File: src/hdl/csb_pkg.sv
// Purpose: Shared constants and types for the codec serial buffer block.
// Assumes: 100 MHz system clock, 16-bit buffer words, four buffer words.
// Notes:   Times are in ns; cycle counts derive from them.

// ============================================================
// Package
package csb_pkg;
    localparam int unsigned SYS_PERIOD_NS  = 10;
    localparam int unsigned BCLK_PERIOD_NS = 80;
    localparam int unsigned BCLK_HALF_CYC  =
        (BCLK_PERIOD_NS / (2 * SYS_PERIOD_NS) > 0) ?
        BCLK_PERIOD_NS / (2 * SYS_PERIOD_NS) : 1;
    localparam int unsigned BCLK_CNT_W = 8;
    localparam int unsigned DATA_W     = 16;
    localparam int unsigned NBUF       = 4;
    localparam int unsigned PTR_W      = 2;
    localparam int unsigned SLOT_W     = 4;
    localparam int unsigned BIT_W      = 5;
    localparam int unsigned NSLOT      = 16;
    localparam logic [BIT_W-1:0]  BIT_WORD_LAST = 5'h0F;
    localparam logic [BIT_W-1:0]  BIT_WIDE_LAST = 5'h13;
    localparam logic [BIT_W-1:0]  BIT_DATA_W    = 5'h10;
    localparam logic [SLOT_W-1:0] AC16_LAST_SLOT = 4'hC;
    localparam logic [SLOT_W-1:0] AC20_LAST_SLOT = 4'hF;
    localparam logic [SLOT_W-1:0] HEAD_SLOT      = 4'h0;
    localparam logic [3:0]        DATA_MSB       = 4'hF;

    typedef enum logic [1:0] {
        MODE_MULTI = 2'b00,
        MODE_I2S   = 2'b01,
        MODE_AC16  = 2'b10,
        MODE_AC20  = 2'b11
    } csb_mode_t;
endpackage : csb_pkg

File: src/hdl/csb_core.sv
// Purpose: Buffer status, slot timing and serial modes of a codec link.
// Assumes: Frame sync is generated here; bit clock internal or external.
// Notes:   Bit clock and serial input are sampled by the system clock.

`timescale 1ns/1ns
// ============================================================
// Contract
// Transfer sets tx empty; buffer write clears.
// Transfer sets underflow for unrefreshed words.
// Words beyond buffer length never touch flags; a write to one still clears tx empty.
// Rx full set fresh, clears after all read.
// Overflow set on unread word, cleared reading.
// Overflow overwrites old receive word contents.
// Slot index shows frame generator slot count.
// Tx slot unused when its enable zero.
// Unused slot drives low, or releases line.
// Shared line devices never drive same slot.
// Loopback feeds output back, ignores input pin.
// Underflow sends zeros, or repeats last write.
// Interrupt pulse on every shadow transfer.
// Transfer moves tx and rx words together.
// External clock keeps running, sleep wake pulse.
// Idle stop select halts during cpu idle.
// AC frame 256 bits, sync 16 high.
// Mode field: 01 I2S, 10/11 AC-Link.
// AC16 keeps 16 bits, zero tail bits.
// AC20 acts as sixteen 16-bit slots.
// I2S sync 50% duty, each edge word.
// Buffer pointer follows enabled slots, not frames.
// Pointer equals length: wrap and transfer.
// Reset clears flags, slot, pointer, output idle.
module csb_core #(
    parameter int unsigned HALF_CYC = csb_pkg::BCLK_HALF_CYC
) (
    input  wire logic                         clk_sys_i,
    input  wire logic                         rst_n_i,
    input  wire logic                         enable_i,
    input  wire logic [1:0]                   frame_sync_mode_field_i,
    input  wire logic [1:0]                   buffer_length_field_i,
    input  wire logic [3:0]                   frame_length_field_i,
    input  wire logic [3:0]                   word_size_field_i,
    input  wire logic [csb_pkg::NSLOT-1:0]    tx_slot_enable_i,
    input  wire logic [csb_pkg::NSLOT-1:0]    rx_slot_enable_i,
    input  wire logic                         output_idle_select_i,
    input  wire logic                         loopback_select_i,
    input  wire logic                         underflow_repeat_select_i,
    input  wire logic                         idle_stop_select_i,
    input  wire logic                         bit_clock_direction_i,
    input  wire logic                         cpu_idle_i,
    input  wire logic                         cpu_sleep_i,
    input  wire logic                         tx_wr_i,
    input  wire logic [csb_pkg::PTR_W-1:0]    tx_addr_i,
    input  wire logic [csb_pkg::DATA_W-1:0]   tx_wdata_i,
    input  wire logic                         rx_rd_i,
    input  wire logic [csb_pkg::PTR_W-1:0]    rx_addr_i,
    output logic [csb_pkg::DATA_W-1:0]        rx_rdata_o,
    input  wire logic                         bit_clock_pin_i,
    output logic                              bit_clock_pin_o,
    input  wire logic                         serial_data_in_i,
    output logic                              serial_data_out_o,
    output logic                              serial_data_out_oe_o,
    output logic                              frame_sync_pin_o,
    output logic                              tx_empty_flag_o,
    output logic                              tx_underflow_flag_o,
    output logic                              rx_full_flag_o,
    output logic                              rx_overflow_flag_o,
    output logic [csb_pkg::SLOT_W-1:0]        slot_index_o,
    output logic                              irq_o,
    output logic                              wake_o
);
    import csb_pkg::*;

    // ============================================================
    // State
    typedef struct packed {
        logic                         bclk_s1;
        logic                         bclk_s2;
        logic                         sdi_s1;
        logic                         sdi_s2;
        logic                         bclk_int;
        logic [BCLK_CNT_W-1:0]        bclk_cnt;
        logic                         bclk_q;
        logic                         started;
        logic [BIT_W-1:0]             bitc;
        logic [SLOT_W-1:0]            slot;
        logic                         half;
        logic                         fsync;
        logic                         tx_act;
        logic                         sdo;
        logic                         sdo_oe;
        logic [PTR_W-1:0]             ptr;
        logic [DATA_W-1:0]            tx_word;
        logic [DATA_W-1:0]            rx_sh;
        logic [NBUF-1:0][DATA_W-1:0]  tx_buffer_word;
        logic [NBUF-1:0][DATA_W-1:0]  txsh;
        logic [NBUF-1:0][DATA_W-1:0]  rxsh;
        logic [NBUF-1:0][DATA_W-1:0]  rx_buffer_word;
        logic [NBUF-1:0]              fresh;
        logic [NBUF-1:0]              unf;
        logic [NBUF-1:0]              unread;
        logic [NBUF-1:0]              ovf;
        logic                         empty;
        logic                         xfer_pend;
        logic [DATA_W-1:0]            rdata;
        logic                         irq;
        logic                         wake;
    } csb_state_t;

    csb_state_t              s;
    csb_state_t              next_s;
    csb_mode_t               mode;
    logic                    halt;
    logic                    bclk;
    logic                    launch;
    logic                    capture;
    logic                    din;
    logic                    push;
    logic                    xfer;
    logic                    slot_used;
    logic [BIT_W-1:0]        last_bit;
    logic [SLOT_W-1:0]       last_slot;
    logic [DATA_W-1:0]       tx_pick;
    logic [3:0]              shamt;
    logic [NBUF-1:0]         mask;
    logic                    buf_in_ready;
    logic                    buf_out_valid;
    logic [PTR_W+DATA_W-1:0] buf_in_data;
    logic [PTR_W+DATA_W-1:0] buf_out_data;

    // ============================================================
    // Timing decode
    always_comb begin
        mode = csb_mode_t'(frame_sync_mode_field_i);
        case (mode)
            MODE_AC16: begin
                last_bit  = (s.slot == HEAD_SLOT) ? BIT_WORD_LAST
                                                  : BIT_WIDE_LAST;
                last_slot = AC16_LAST_SLOT;
            end
            MODE_AC20: begin
                last_bit  = BIT_WORD_LAST;
                last_slot = AC20_LAST_SLOT;
            end
            default: begin
                last_bit  = {1'b0, word_size_field_i};
                last_slot = frame_length_field_i;
            end
        endcase
        shamt = (last_bit >= BIT_WORD_LAST) ? 4'h0
                : 4'(BIT_WORD_LAST - last_bit);
        for (int i = 0; i < NBUF; i++) begin
            mask[i] = (PTR_W'(i) <= buffer_length_field_i);
        end
    end

    // An internal bit clock stops in sleep; an external one keeps going.
    assign halt = !enable_i
                | (idle_stop_select_i & cpu_idle_i)
                | (cpu_sleep_i & !bit_clock_direction_i);
    assign bclk    = bit_clock_direction_i ? s.bclk_s2 : s.bclk_int;
    assign launch  = !halt && ((mode == MODE_I2S) ? (!bclk && s.bclk_q)
                                                  : (bclk && !s.bclk_q));
    assign capture = !halt && s.started
                     && ((mode == MODE_I2S) ? (bclk && !s.bclk_q)
                                            : (!bclk && s.bclk_q));
    assign din = loopback_select_i ? s.sdo : s.sdi_s2;
    assign slot_used = tx_slot_enable_i[s.slot] | rx_slot_enable_i[s.slot];
    assign xfer = s.xfer_pend && !buf_out_valid;
    // A slot launched before a slow transfer must still get the new word.
    assign tx_pick = (s.fresh[s.ptr] | underflow_repeat_select_i)
                     ? s.tx_buffer_word[s.ptr] : '0;

    // ============================================================
    // Received words wait here until the shadow store takes them.
    csb_fifo2 #(
        .W (PTR_W + DATA_W)
    ) u_rx_fifo (
        .clk_sys_i   (clk_sys_i),
        .rst_n_i     (rst_n_i),
        .in_valid_i  (push),
        .in_ready_o  (buf_in_ready),
        .in_data_i   (buf_in_data),
        .out_valid_o (buf_out_valid),
        .out_ready_i (!halt),
        .out_data_o  (buf_out_data)
    );

    // ============================================================
    // Next state
    always_comb begin
        next_s = s;
        push = 1'b0;
        buf_in_data = '0;
        next_s.bclk_s1 = bit_clock_pin_i;
        next_s.bclk_s2 = s.bclk_s1;
        next_s.sdi_s1  = serial_data_in_i;
        next_s.sdi_s2  = s.sdi_s1;
        next_s.bclk_q  = bclk;
        next_s.irq  = 1'b0;
        next_s.wake = 1'b0;
        if (!halt) begin
            if (s.bclk_cnt == BCLK_CNT_W'(HALF_CYC - 1)) begin
                next_s.bclk_cnt = '0;
                next_s.bclk_int = !s.bclk_int;
            end else begin
                next_s.bclk_cnt = s.bclk_cnt + 1'b1;
            end
        end
        if (capture) begin
            if (s.bitc < BIT_DATA_W) begin
                next_s.rx_sh = {s.rx_sh[DATA_W-2:0], din};
            end
            if (s.bitc == last_bit) begin
                if (rx_slot_enable_i[s.slot] && buf_in_ready) begin
                    push = 1'b1;
                    buf_in_data = {s.ptr, next_s.rx_sh << shamt};
                end
                if (slot_used) begin
                    if (s.ptr == buffer_length_field_i) begin
                        next_s.ptr = '0;
                        next_s.xfer_pend = 1'b1;
                    end else begin
                        next_s.ptr = s.ptr + 1'b1;
                    end
                end
            end
        end
        if (launch) begin
            if (!s.started) begin
                next_s.started = 1'b1;
                next_s.bitc = '0;
                next_s.slot = '0;
            end else if (s.bitc >= last_bit) begin
                next_s.bitc = '0;
                if (s.slot >= last_slot) begin
                    next_s.slot = '0;
                    next_s.half = !s.half;
                end else begin
                    next_s.slot = s.slot + 1'b1;
                end
            end else begin
                next_s.bitc = s.bitc + 1'b1;
            end
            if (next_s.bitc == '0) begin
                next_s.tx_act  = tx_slot_enable_i[next_s.slot];
                next_s.tx_word = s.xfer_pend ? tx_pick : s.txsh[s.ptr];
            end
            next_s.sdo = next_s.tx_act && (next_s.bitc < BIT_DATA_W)
                && next_s.tx_word[DATA_MSB - next_s.bitc[3:0]];
            next_s.sdo_oe = next_s.tx_act | !output_idle_select_i;
            case (mode)
                MODE_I2S:   next_s.fsync = next_s.half;
                MODE_MULTI: next_s.fsync = (next_s.slot == HEAD_SLOT)
                                           && (next_s.bitc == '0);
                default:    next_s.fsync = (next_s.slot == HEAD_SLOT);
            endcase
        end
        if (buf_out_valid && !halt) begin
            next_s.rxsh[buf_out_data[DATA_W +: PTR_W]] =
                buf_out_data[DATA_W-1:0];
        end
        if (xfer) begin
            next_s.xfer_pend = 1'b0;
            next_s.irq   = 1'b1;
            next_s.wake  = cpu_sleep_i & bit_clock_direction_i;
            next_s.empty = 1'b1;
            for (int i = 0; i < NBUF; i++) begin
                if (mask[i]) begin
                    next_s.txsh[i] = (s.fresh[i] | underflow_repeat_select_i)
                                     ? s.tx_buffer_word[i] : '0;
                    next_s.unf[i]    = s.unf[i] | !s.fresh[i];
                    next_s.fresh[i]  = 1'b0;
                    next_s.rx_buffer_word[i]  = s.rxsh[i];
                    next_s.ovf[i]    = s.ovf[i] | s.unread[i];
                    next_s.unread[i] = 1'b1;
                end
            end
        end
        // A flag set by a transfer wins over a clear in the same cycle.
        if (tx_wr_i) begin
            next_s.tx_buffer_word[tx_addr_i] = tx_wdata_i;
            next_s.fresh[tx_addr_i] = 1'b1;
            if (!xfer) begin
                next_s.empty = 1'b0;
                next_s.unf[tx_addr_i] = 1'b0;
            end
        end
        if (rx_rd_i) begin
            next_s.rdata = s.rx_buffer_word[rx_addr_i];
            if (!xfer) begin
                next_s.unread[rx_addr_i] = 1'b0;
                next_s.ovf[rx_addr_i] = 1'b0;
            end
        end
    end

    always_ff @(posedge clk_sys_i or negedge rst_n_i) begin
        if (!rst_n_i) begin
            s <= '0;
        end else begin
            s <= next_s;
        end
    end

    // ============================================================
    // Outputs
    assign rx_rdata_o           = s.rdata;
    assign bit_clock_pin_o      = s.bclk_int;
    assign serial_data_out_o    = s.sdo;
    assign serial_data_out_oe_o = s.sdo_oe;
    assign frame_sync_pin_o     = s.fsync;
    assign tx_empty_flag_o      = s.empty;
    assign tx_underflow_flag_o  = |(s.unf & mask);
    assign rx_full_flag_o       = |(s.unread & mask);
    assign rx_overflow_flag_o   = |(s.ovf & mask);
    assign slot_index_o         = s.slot;
    assign irq_o                = s.irq;
    assign wake_o               = s.wake;
endmodule : csb_core

File: src/hdl/csb_fifo2.sv
// Purpose: Two-entry buffer with valid and ready on both sides.
// Assumes: Single clock; fill and drain may happen in one cycle.
// Notes:   Full and empty are exact; a stalled drain fills it.

`timescale 1ns/1ns
// ============================================================
// Two-entry buffer
module csb_fifo2 #(
    parameter int unsigned W = 18
) (
    input  wire logic         clk_sys_i,
    input  wire logic         rst_n_i,
    input  wire logic         in_valid_i,
    output logic              in_ready_o,
    input  wire logic [W-1:0] in_data_i,
    output logic              out_valid_o,
    input  wire logic         out_ready_i,
    output logic [W-1:0]      out_data_o
);
    typedef struct packed {
        logic [1:0][W-1:0] mem;
        logic              wp;
        logic              rp;
        logic [1:0]        cnt;
    } csb_fifo_t;

    csb_fifo_t s;
    csb_fifo_t next_s;
    logic      do_in;
    logic      do_out;

    assign in_ready_o  = (s.cnt != 2'h2);
    assign out_valid_o = (s.cnt != 2'h0);
    assign out_data_o  = s.mem[s.rp];
    assign do_in       = in_valid_i & in_ready_o;
    assign do_out      = out_valid_o & out_ready_i;

    always_comb begin
        next_s = s;
        if (do_in) begin
            next_s.mem[s.wp] = in_data_i;
            next_s.wp = ~s.wp;
        end
        if (do_out) begin
            next_s.rp = ~s.rp;
        end
        next_s.cnt = s.cnt + {1'b0, do_in} - {1'b0, do_out};
    end

    always_ff @(posedge clk_sys_i or negedge rst_n_i) begin
        if (!rst_n_i) begin
            s <= '0;
        end else begin
            s <= next_s;
        end
    end
endmodule : csb_fifo2

File: config.mk
export PLATFORM = sky130hd
export DESIGN_NAME = csb_core
export DESIGN_NICKNAME = d
export VERILOG_FILES = /design/src/hdl/csb_pkg.sv /design/src/hdl/csb_core.sv /design/src/hdl/csb_fifo2.sv
export SDC_FILE = /design/constraint.sdc
export NUM_CORES = 1
export LEC_CHECK = 0
export BUFFER_PORTS_ARGS = -buffer_cell sky130_fd_sc_hd__buf_2
export CORE_MARGIN = 4
export CORE_UTILIZATION = 25
export CTS_CLUSTER_SIZE = 30
export DETAILED_ROUTE_END_ITERATION = 8
export GPL_TIMING_DRIVEN = 0
export HOLD_SLACK_MARGIN = 0.1
export PLACE_DENSITY = 0.38
export SLEW_MARGIN = 20
export SYNTH_ARGS = -nofsm -noshare
export SYNTH_HDL_FRONTEND = slang
export SYNTH_HIERARCHICAL = 1
export SYNTH_SLANG_ARGS = --single-unit
File: constraint.sdc
create_clock -name clk_sys_i -period 3.3 [get_ports clk_sys_i]
set_clock_uncertainty 0.05 [all_clocks]
set_input_delay 0.165 -clock clk_sys_i [delete_from_list [all_inputs] [get_ports clk_sys_i]]
set_output_delay 0.165 -clock clk_sys_i [all_outputs]
set_load 0.01 [all_outputs]
# Word level (Yosys, flattened, before mapping)
# Cells that the tools add are included.
# Widths: inputs -> output; s select.
# word_totals
romBits	0
latch_bits	0
ram_bits	0
register_bits	395
n_memories	0
word_cells	262
# classes
muxes	95
n_mul	0
addsub	8
div	0
n_eq_ne	7
n_reduce_logical	47
shifts	1
n_bitwise	34
n_lt_le_gt_ge	22
# ops
op	count
$mux 16	15
$bwmux 64	2
$mux 18	7
$bmux 16 s2	3
$demux 16 s2	2
$mux 1	40
$bwmux 36	1
$mux 8	4
$and 4x4->4	6
$demux 18 s1	1
$mux 9	2
$or 1x1->1	17
$bmux 1 s4	4
$shl 16x4->16	1
$logic_and 1x1->1	15
$lt 4x5->1 const B	3
$mux 5	3
$logic_not 1->1	13
$lt 2x3->1 const B	4
$mux 4	3
$reduce_or 4->1	3
$lt 5x5->1 const B	2
$pmux 5 s2	1
$reduce_and 2->1	5
other kinds (36)	57

# Depth between registers and ports, before layout
# Gate-level depths: netlist of run 1.
# logic_depth
depth_word	13
ltp_mapped	19

# Cells and area by module
# The synthesis of run 1 kept the hierarchy.
# modules_own_cells
module	cells_per_inst	area_per_inst_um2	seq_area_each_um2	instances
csb_core	1452	17182.7	8883.5	1
csb_fifo2	113	1870.5	1001.0	1

# Worst setup path before layout of run 1
# Ideal clock, no wire load.
# synth_timing
path_type	register to register
from	reg s, in the netlist slot_index_o[0]
to	reg s, in the netlist serial_data_out_o
arrival_ns	3.222
setup_time_ns	0.147
required_ns	3.103
slack_ns	-0.120
path_stages_with_launch	17
cell_sequence	dfrtp_1 > buf_2 > inv_1 > ha_1 > nand2_1 > nand3b_1 > nand2_1 > ha_1 > o211a_1 > o31a_1 > buf_6 > a2111o_1 > o32a_1 > a211oi_2 > o41ai_1 > a21boi_1 > a41oi_1
# synth_between
elab_chain_cells	13
# synth_rtl
item	line_no	rtl
start, declared	csb_core.sv:109	csb_state_t s;
start signal, assigned	csb_core.sv:301	s <= next_s;
$logic_not 4->1	csb_core.sv:136	last_bit = (s.slot == HEAD_SLOT) ? BIT_WORD_LAST
$mux 5	csb_core.sv:136	
$pmux 5 s2	csb_core.sv:134	case (mode)
$ge 5x5->1	csb_core.sv:233	end else if (s.bitc >= last_bit) begin
$mux 5	csb_core.sv:233	
$mux 9 *	csb_core.sv:229	if (!s.started) begin
$mux 9 *	csb_core.sv:228	if (launch) begin
branches (longest 5 deep; another with $sub 4x4->4)	--	
$logic_and 1x1->1 *	csb_core.sv:249	&& next_s.tx_word[DATA_MSB - next_s.bitc[3:0]];
# Mark *: on every way between the ends. The select of a mux whose other input is x is not followed.
# A chain may end at the register's enable or synchronous reset.

# Worst setup path in the final report of run 1
# Ends and elaborated chain as after synthesis.

==> summary.md, run 1 <==
The remaining global-route overflow was 0. The largest total area in the synthesized netlist belongs to sky130_fd_sc_hd__dfrtp_1. Yosys attributes the largest share of cell area to sky130_fd_sc_hd__dfrtp_1 (52%), sky130_fd_sc_hd__mux2_2 (14%), sky130_fd_sc_hd__mux4_2 (7.1%). The initial antenna violation count was 5.

Detailed placement ended at an HPWL of 39200 µm. The most critical setup path has its endpoint at serial_data_out_o$_DFFE_PN0P_. For the max-slew violation total from the final report, the log shows 0. Measured in cells, the most critical reg-to-reg path has a length of 17. In this run the worst path has a maximum fanout of 6. Area of the die: 0.0807 mm². The sequential power share is 0.413, and the accumulated negative setup slack is -122 ps. The run finished, with violations left.

The worst register-to-register path ends at serial_data_out_o$_DFFE_PN0P_. The tightest slew margin relative to the limit was 0.367. Clock sink count: 395. The number of nets handed over by synthesis was 1658. For flop-to-flop paths, the worst setup slack is -120 ps. Number of setup violations in the final report: 1. Clock latency on the worst-skew pair, taken at its later pin, is 600 ps. The first global-routing pass estimated 89300 µm of wire. The logs give 3.84 mW for the net load switching power and 3 for the maximum count of clock buffers along a single path. The core box area is 0.0749 mm², and the final critical-path required period is 3420 ps.

Synthesis produced a netlist whose cell count is 1565. The total power per unit cell area works out to 570 mW/mm². The average instance area after synthesis works out to 12.2 µm². For the total clock buffers created by CTS, the log shows 48.

The worst setup path is of the flop to flop kind. Chip height: 284 µm. The number of max-capacitance violations reported came out at 0.

The worst setup path is launched from a flop. The tools report the source of the worst register-to-register timing path as slot_index_o[0]$_DFFE_PN0P_. In this run the tool buffered the top-level ports with 106 buffer cells. In this run the worst hold path is classified as input pin to flop. Counting flops and latches in the post-synthesis netlist gives 395. The pre-antenna-repair detailed-routing pass consisted of 4 iterations. The part of the Yosys area used for sequential elements is 0.519.

The standby leakage power came out at 10.8 nW. The via count of the first global-routing pass came out at 14200. The checks that failed: setup timing. TritonCTS built the clock tree. The clock tree synthesis step divided the H-tree into 2 levels. The run gives 0.311 as the end-of-flow core utilization. The largest net degree at the start of global routing was 86; the final cycle utilization of the critical path was 1.04. For the total power draw, the log shows 13.3 mW.

The clock tree root driver cell is sky130_fd_sc_hd__clkbuf_16. The actual slew at the worst max-slew pin came out at 949 ps. In this run the cell area of the synthesized design comes to 0.0191 mm². The fraction of post-synthesis cell area in the top cell type by area works out to 0.519. The met1 global-route usage is 0.197. The endpoint class of the critical path was a flop. The routed wire length was 57400 µm; the global-route total usage across every layer was 0.142. The initial cell density of the core was 0.254; the final-report hold violation count was 0. Setup repair after global routing could not meet its margin everywhere. The internal portion of the total power is 9.45 mW. The fraction of met2 tracks used by global routing came out at 0.232. The final route contains 13100 vias. The wire length per cell works out to 20.6 µm. For the worst setup path, the data required time is 3730 ps. After the last flow step, the layout net total stands at 1881.

Launch point of the worst path: slot_index_o[0]$_DFFE_PN0P_. After global routing, the most crowded layer is met2. In this run the horizontal extent of the chip is 284 µm. Data on the critical path arrives at its endpoint at 3850 ps. In this run the count of I/O pins placed on the die edge is 108. The share of layout cells above drive strength 1 was 0.351. The final routed DRC violation total came out at 0.

The async set-reset flop share out of synthesis was 1.00. After synthesis, the netlist uses 76 different library cells. Layout overhead on the synthesized area: 22.3%. The met3 capacity usage during global routing is 0.0268. For the highest attainable clock frequency, the log shows 292 MHz.

The dominant synthesized flop cell is sky130_fd_sc_hd__dfrtp_1. Worst setup margin: -122 ps. Clock-pin slew was measured on the worst setup and hold paths at 60 ps. After detailed routing, the number of vias per cell comes to 4.70. Switching share of total power: 0.289. The run gives 0.390 as the proportion of power drawn by the clock network. The worst hold slack was 131 ps. The floorplan has 100 rows. The number of flops mapped to enable cells by yosys is 0, and the part of the total power dissipated in combinational logic is 0.197.

The count of nets left with antenna violations once routing finished came out at 0. The global placer's final weighted congestion was 0.760; the worst vdd rail ir drop was 396 µV. Yosys printed 6 warnings. The detailed router finished its first iteration with 607 violations.
-- registers in the layout, summed over array words and instances (netlist names) --
signal,count
rx_rdata_o,16
slot_index_o,4
serial_data_out_oe_o,1
tx_empty_flag_o,1
wake_o,1
s,326
frame_sync_pin_o,1
bit_clock_pin_o,1
u_rx_fifo/s,40
next_s,2
irq_o,1
serial_data_out_o,1
-- layout by cell type (no fill, tap or decap), types with 11 or more instances in the layout --
| cell type | count |
|---|---|
| sky130_fd_sc_hd__mux2_2 | 232 |
| sky130_fd_sc_hd__clkbuf_16 | 48 |
| sky130_fd_sc_hd__nand2_1 | 265 |
| sky130_fd_sc_hd__buf_4 | 57 |
| sky130_fd_sc_hd__dfrtp_1 | 392 |
| sky130_fd_sc_hd__clkbuf_1 | 63 |
| sky130_fd_sc_hd__nor2_1 | 54 |
| sky130_fd_sc_hd__buf_2 | 117 |
| sky130_fd_sc_hd__a22o_1 | 19 |
| sky130_fd_sc_hd__mux2i_1 | 47 |
| sky130_fd_sc_hd__nand3_1 | 44 |
| sky130_fd_sc_hd__xnor2_1 | 12 |
| sky130_fd_sc_hd__dlygate4sd3_1 | 30 |
| sky130_fd_sc_hd__mux2_4 | 20 |
| sky130_fd_sc_hd__a211oi_1 | 12 |
| sky130_fd_sc_hd__ha_1 | 11 |
| sky130_fd_sc_hd__o21ai_0 | 54 |
| sky130_fd_sc_hd__a22oi_1 | 13 |
| sky130_fd_sc_hd__mux4_2 | 60 |
| sky130_fd_sc_hd__a21oi_1 | 21 |
-- final cells by class --
cell class                 count  area, µm²
clock buffer                  71       1380
tap                          969       1210
inverter                      15       58.8
fill                        7590      51600
sequential                   395       9890
timing repair buffer         177       1290
multi-input combinational   1042       8710
clock inverter                12        156
antenna                        1       2.50
buffer                       109        602
-- routing by layer --
layer	part of all wire	wire, µm	up-vias
met5	0.00023	13	-
li1	-	-	6051
met4	0.016	896	2
met2	0.46	26700	219
met3	0.045	2580	64
met1	0.47	27200	6793
-- worst min path at each step --
| stage | from | endpoint | slack (ps) | cells past startpoint |
|---|---|---|---|---|
| 2_1_floorplan | rst_n_i | bit_clock_pin_o$_DFFE_PN0P_ | -180 | 0 |
| 3_3_place_gp | serial_data_in_i | next_s[351]$_DFF_PN0_ | 230 | 1 |
| 3_5_place_dp | rst_n_i | slot_index_o[1]$_DFFE_PN0P_ | 40 | 1 |
| 4_1_cts | rx_addr_i[0] | rx_rdata_o[15]$_DFFE_PN0P_ | 110 | 3 |
| 5_1_grt | rx_addr_i[0] | rx_rdata_o[15]$_DFFE_PN0P_ | 150 | 3 |
| 6_report | enable_i | frame_sync_pin_o$_DFFE_PN0P_ | 130 | 3 |
-- Yosys cell counts, types with 6 or more instances --
master / count
sky130_fd_sc_hd__nand2_1: 271
sky130_fd_sc_hd__buf_4: 26
sky130_fd_sc_hd__a21oi_1: 22
sky130_fd_sc_hd__mux2_4: 20
sky130_fd_sc_hd__nor2b_1: 8
sky130_fd_sc_hd__nor2_1: 56
sky130_fd_sc_hd__buf_1: 9
sky130_fd_sc_hd__nand3_1: 45
sky130_fd_sc_hd__nor3_1: 9
sky130_fd_sc_hd__nand3b_1: 6
sky130_fd_sc_hd__nand4_1: 9
sky130_fd_sc_hd__a22oi_1: 13
sky130_fd_sc_hd__a22o_1: 19
sky130_fd_sc_hd__o21ai_0: 55
sky130_fd_sc_hd__o2111ai_1: 6
sky130_fd_sc_hd__a21o_1: 7
sky130_fd_sc_hd__or2_2: 6
sky130_fd_sc_hd__inv_1: 12
sky130_fd_sc_hd__dfrtp_1: 395
sky130_fd_sc_hd__and3_1: 6
sky130_fd_sc_hd__mux4_2: 60
sky130_fd_sc_hd__buf_2: 15
sky130_fd_sc_hd__and2_1: 8
sky130_fd_sc_hd__mux2_2: 232
sky130_fd_sc_hd__xnor2_1: 12
sky130_fd_sc_hd__xor2_1: 8
sky130_fd_sc_hd__clkbuf_1: 58
sky130_fd_sc_hd__a211oi_1: 13
sky130_fd_sc_hd__nand2b_1: 8
sky130_fd_sc_hd__mux2i_1: 47
sky130_fd_sc_hd__ha_1: 15
-- worst max-delay path, stage by stage, from the launching register on --
cell	delay, ps
sky130_fd_sc_hd__dfrtp_2	410
sky130_fd_sc_hd__inv_2	80
sky130_fd_sc_hd__ha_4	120
sky130_fd_sc_hd__nand2_2	50
sky130_fd_sc_hd__nand3b_1	150
sky130_fd_sc_hd__buf_4	150
sky130_fd_sc_hd__nand2_4	50
sky130_fd_sc_hd__ha_4	260
sky130_fd_sc_hd__o211a_1	240
sky130_fd_sc_hd__o31a_1	110
sky130_fd_sc_hd__buf_6	130
sky130_fd_sc_hd__a2111o_1	390
sky130_fd_sc_hd__buf_6	160
sky130_fd_sc_hd__mux2i_1	110
sky130_fd_sc_hd__o211a_1	260
sky130_fd_sc_hd__o31ai_4	270
sky130_fd_sc_hd__a21boi_1	110
sky130_fd_sc_hd__a41oi_1	200
-- stage by stage --
step | setup slack (ps) | instances | cell area (µm²)
after floorplan | 15.6 | 1565 | 19100
after global placement | -6960 | 2640 | 20800
after detailed placement | -784 | 2645 | 21000
after CTS | -17.4 | 2775 | 23000
after global routing | -251 | 2790 | 23300
final | -122 | 2791 | 23300
-- timing repair --
item,4_1_cts,5_1_grt
hold buffers,31,0
buffers inserted,20,16
gates cloned,0,1
pin swaps,16,26
endpoints found under the hold margin,174,0
endpoints found under the setup margin,66,55
gates resized for setup,23,36
-- power by group through the flow --
stage | combinational, mW | sequential, mW | clock (mW)
floorplan | 1.57 | 5.48 | 0
detailed placement | 2.29 | 5.57 | 0
CTS | 2.48 | 5.49 | 5.38
global route | 2.85 | 5.53 | 5.57
global placement | 2.24 | 5.57 | 0
finish | 2.62 | 5.49 | 5.18
-- kinds of logic (layout without fill, tap and decap cells) --
family	count (synthesis)	after routing	synth area share
AOI/OAI and AO/OA	193	194	0.0716
xor gates and xnor gates	21	21	0.0106
adders and majority gates	15	15	0.00985
buffers and inverters	129	384	0.0348
DFF	395	395	0.519
muxes	359	359	0.248
other	0	1	0
and+or+nand+nor	453	453	0.106
Note: power is estimated with default switching activity, not from simulation.
==> run 2: changes to the inputs <==
Settings changed: CORE_MARGIN 4 to unset, CTS_CLUSTER_DIAMETER set to 120, SYNTH_HIERARCHICAL 1 to unset.
==> run 2 against run 1 <==
The run still ends with setup timing left. Area after synthesis shrank 0.96%. Non-clock buffer count rose by 13. Total power down 12%. Combinational power grew 26%. Hold slack got worse by 22 ps. Global-route usage grew 0.88 points. Cell area fell by 4.7%. Sequential power rose by 2%. First-iteration DRC count grew 35%.
==> summary.md, run 2 <==
The flow ran to the end, but the final reports show violations. The final reports fail on setup timing. The run gives 89400 µm as the global-route wire length before repair.

The tools report the endpoint class of the critical path as a flop. The number of setup violations in the final report came out at 1. The area of all placed cells without fillers came out at 0.0222 mm². Overall power consumption after layout is estimated at 11.7 mW. The cell taking the most area after synthesis was sky130_fd_sc_hd__dfrtp_1.

The tools report the number of levels the H-tree was split into as 1. The end-of-flow core utilization was 0.298. The core region is 0.0746 mm².

Before CTS, the worst setup slack after placement is -870 ps. The worst hold path begins at cpu_idle_i. Final hold analysis gives a worst-case slack of 109 ps. Once placement completed, the tool counted placed cells totaling 2845. Number of nets in the layout: 2049. The path class of the tightest hold or removal check is input pin to flop.

The net count after synthesis came out at 1859. In the post-synthesis netlist, the cell with the most instances is sky130_fd_sc_hd__nand2_1. After synthesis, the largest family of logic cells by area is multiplexers. The share of the synthesized area in compound gates (AO/OA/AOI/OAI) is 0.0918.

In the final timing run, aggregate negative setup slack is -13.0 ps. The clock tree root driver cell is sky130_fd_sc_hd__clkbuf_16. The fraction of the mapped netlist area in simple logic gates came out at 0.148. TritonCTS built the clock tree.

The top-level I/O count was 108. The routed design has 57500 µm of wire. Library cell contributing the largest single delay on the critical path: sky130_fd_sc_hd__dfrtp_1. The initial antenna violation count was 1. Type of the worst setup path: flop to flop.

Leaving out filler cells and counting taps, the final layout contains 2931. The CTS clock-pin slew for the worst setup and hold paths was 110 ps; the wire length per cell was 19.6 µm. At the end of routability-driven placement, the weighted congestion stood at 0.803. The final cycle utilization of the critical path came out at 1.00. Global routing finished with a remaining overflow of 0.

The number of clock buffers added by TritonCTS is 18. Counting flops per register, the top entry is s. From bottom edge to top edge, the die measures 277 µm.

The dominant synthesized flop cell is sky130_fd_sc_hd__dfrtp_1. The xor-xnor portion of the synthesized cell area came out at 0.00789. Walking the worst path, the cells encountered are buf_8 -> clkinv_8 -> ha_4 -> nand2_2 -> nand3b_1 -> nand2_2 -> ha_4 -> nand2_4 -> o21a_4 -> o311ai_4 -> buf_12 -> mux2_4 -> o32ai_2 -> a211o_1 -> a31oi_4 -> a211o_1.

In this run the static leakage power is 10.2 nW. VDD sags by at most 286 µV. The average instance area after synthesis came out at 10.7 µm². The library cell used most frequently in the layout, excluding fill and tap cells, is sky130_fd_sc_hd__nand2_1.

The final-report hold violation count was 0; the number of flops mapped to enable cells by yosys was 0. The cell area after technology mapping is 0.0189 mm², and the multiplexer share of the synthesized area is 0.183. Setup repair after global routing could not meet its margin everywhere. The run gives 0 as the number of max-capacitance violations reported. Fraction of post-synthesis cell area in the top cell type by area: 0.524. The max-slew violation total from the final report was 0. The tools report the launch point of the worst path as slot_index_o[0]$_DFFE_PN0P_. Once detailed placement completed, the half-perimeter wirelength came to 40600 µm. The tools report the clock sink count as 395.

Leaving out fill and tap cells, the most frequent cells in the layout are sky130_fd_sc_hd__nand2_1 (405), sky130_fd_sc_hd__dfrtp_1 (392), sky130_fd_sc_hd__mux2_2 (127). The multi-input combinational cells in the finished layout cover a total of 0.00860 mm². Once detail routing completed, the nets flagged for antenna violations numbered 0. The logs give 1766 for the gate count after technology mapping and 0 for the final routed DRC violation total. The logs give 0.0766 mm² for the area of the die and 7831 for the number of fill cells in the layout.

The share of layout cells above drive strength 1 came out at 0.231. Number of distinct library cells after synthesis: 63. Buffers placed on the I/O ports in this run total 105. For this run, the slowest stage of the critical path takes 410 ps. The via count of the first global-routing pass came out at 14300.

In the synthesized netlist, the cells that appear most often are sky130_fd_sc_hd__nand2_1 (411), sky130_fd_sc_hd__dfrtp_1 (395), sky130_fd_sc_hd__mux2_2 (127). The tools report the total vias in the final route as 13700. The tightest slew margin relative to the limit was 0.346. The initial cell density of the core is 0.253. The run gives 0.0208 mm² as the post-place instance area. After floorplanning, the core was divided into 100 placement rows. The first routing iteration left 821 violations.

The largest fanout on the critical path is 5. No sink is reached through more buffers than the 3 on the longest clock path. Relative to the synthesized area, the layout overhead comes to 17.7%. The total power per unit cell area was 526 mW/mm²; the later-pin clock latency in the skew report was 560 ps.

The die is 277 µm wide. The flip-flop count of the largest register, all copies and words added is 326. In the routed layout, each cell is associated on average with a via count of 4.69.

The adder-cell share of the synthesized area came out at 0.00995. The highest attainable clock frequency is 302 MHz, and the final critical-path required period is 3310 ps. Entering global routing, the biggest net connects 94 pins. For the worst setup path, the data required time is 3680 ps.

Actual slew at the worst max-slew pin: 981 ps. Across the whole layout, storage elements account for 0.00989 mm². For the critical path arrival, the log shows 3700 ps.

The global-route total usage across every layer is 0.151. The Yosys step of the flow raised 0 warnings. The tools report the element type at the critical path start as a flop. The worst setup margin is -13.0 ps. After synthesis, the cell types taking the most area are sky130_fd_sc_hd__dfrtp_1 (52%), sky130_fd_sc_hd__nand2_1 (8.2%), sky130_fd_sc_hd__mux2_2 (7.6%). The startpoint identified for the worst register-to-register timing path is slot_index_o[0]$_DFFE_PN0P_. The tools report the part of the Yosys area used for sequential elements as 0.524. The async set-reset flop share out of synthesis is 1.00. Number of detailed-routing iterations run before antenna repair: 5. The total of flip-flops plus latches after synthesis is 395.
## run 2: cell types whose count changed after synthesis, moves of 20 or more
cell and delta:
sky130_fd_sc_hd__nand2_1 +140, sky130_fd_sc_hd__mux2_2 -105, sky130_fd_sc_hd__o21ai_0 +58, sky130_fd_sc_hd__a21oi_1 +50, sky130_fd_sc_hd__clkbuf_1 +25, sky130_fd_sc_hd__nor2_1 +23
sky130_fd_sc_hd__mux2_4 -20
## run 2: path summary, 6_finish.rpt
path	end	slack, ps	depth (start not counted)
setup / recovery	serial_data_out_oe_o$_DFFE_PN0P_	-10	16
hold / removal	frame_sync_pin_o$_DFFE_PN0P_	110	4
setup reg to reg	serial_data_out_oe_o$_DFFE_PN0P_	-10	16
hold reg to reg	s[353]$_DFF_PN0_	310	0
max in group asynchronous	slot_index_o[1]$_DFFE_PN0P_	2170	4
min in group asynchronous	rx_rdata_o[6]$_DFFE_PN0P_	140	3
## run 2: logic make-up (layout without fill, tap and decap cells)
logic type	count (synthesis)	after routing
fa+ha+maj	15	15
simple gates	654	655
xor+xnor	17	17
other cells	0	2
buf+inv	147	340
mux	254	254
compound gates	284	284
flops	395	395
## run 2: where the power goes
part | internal (mW) | switching (mW) | total [mW] | leakage, nW
registers | 5.24 | 0.356 | 5.60 | 5.16
clock network | 1.09 | 1.71 | 2.81 | 0.264
logic | 1.51 | 1.77 | 3.29 | 4.74
## run 2: worst max-delay path, delay by kind of cell (launching register included)
kind,cells,cell delay [ps]
fa+ha+maj,2,430
mux,1,300
flops,1,410
buf+inv,3,350
compound gates,6,1260
simple gates,4,410
## run 2: layout make-up
type	instances	area share
Clock buffer	19	0.0214
Buffer	125	0.0279
Sequential cell	395	0.445
Multi-Input combinational cell	1225	0.387
Timing Repair Buffer	174	0.0568
Inverter	17	0.00366
Antenna cell	2	0.000225
Clock inverter	5	0.00321
Tap cell	969	0.0546
## run 2: layer usage
metal | track usage | vias to the layer above | wire, µm
li1 | - | 6515 | -
met1 | 0.210 | 6975 | 27300
met2 | 0.254 | 199 | 27700
met3 | 0.0138 | 48 | 1490
met4 | 0.0313 | 0 | 1090
met5 | 0 | - | 0
## run 2: what timing repair did
action,4_1_cts,5_1_grt
pin swaps,20,13
endpoints found under the hold margin,373,0
cloned,1,0
gates resized for setup,51,37
hold buffers,32,0
setup buffers,20,13
endpoints found under the setup margin,69,56
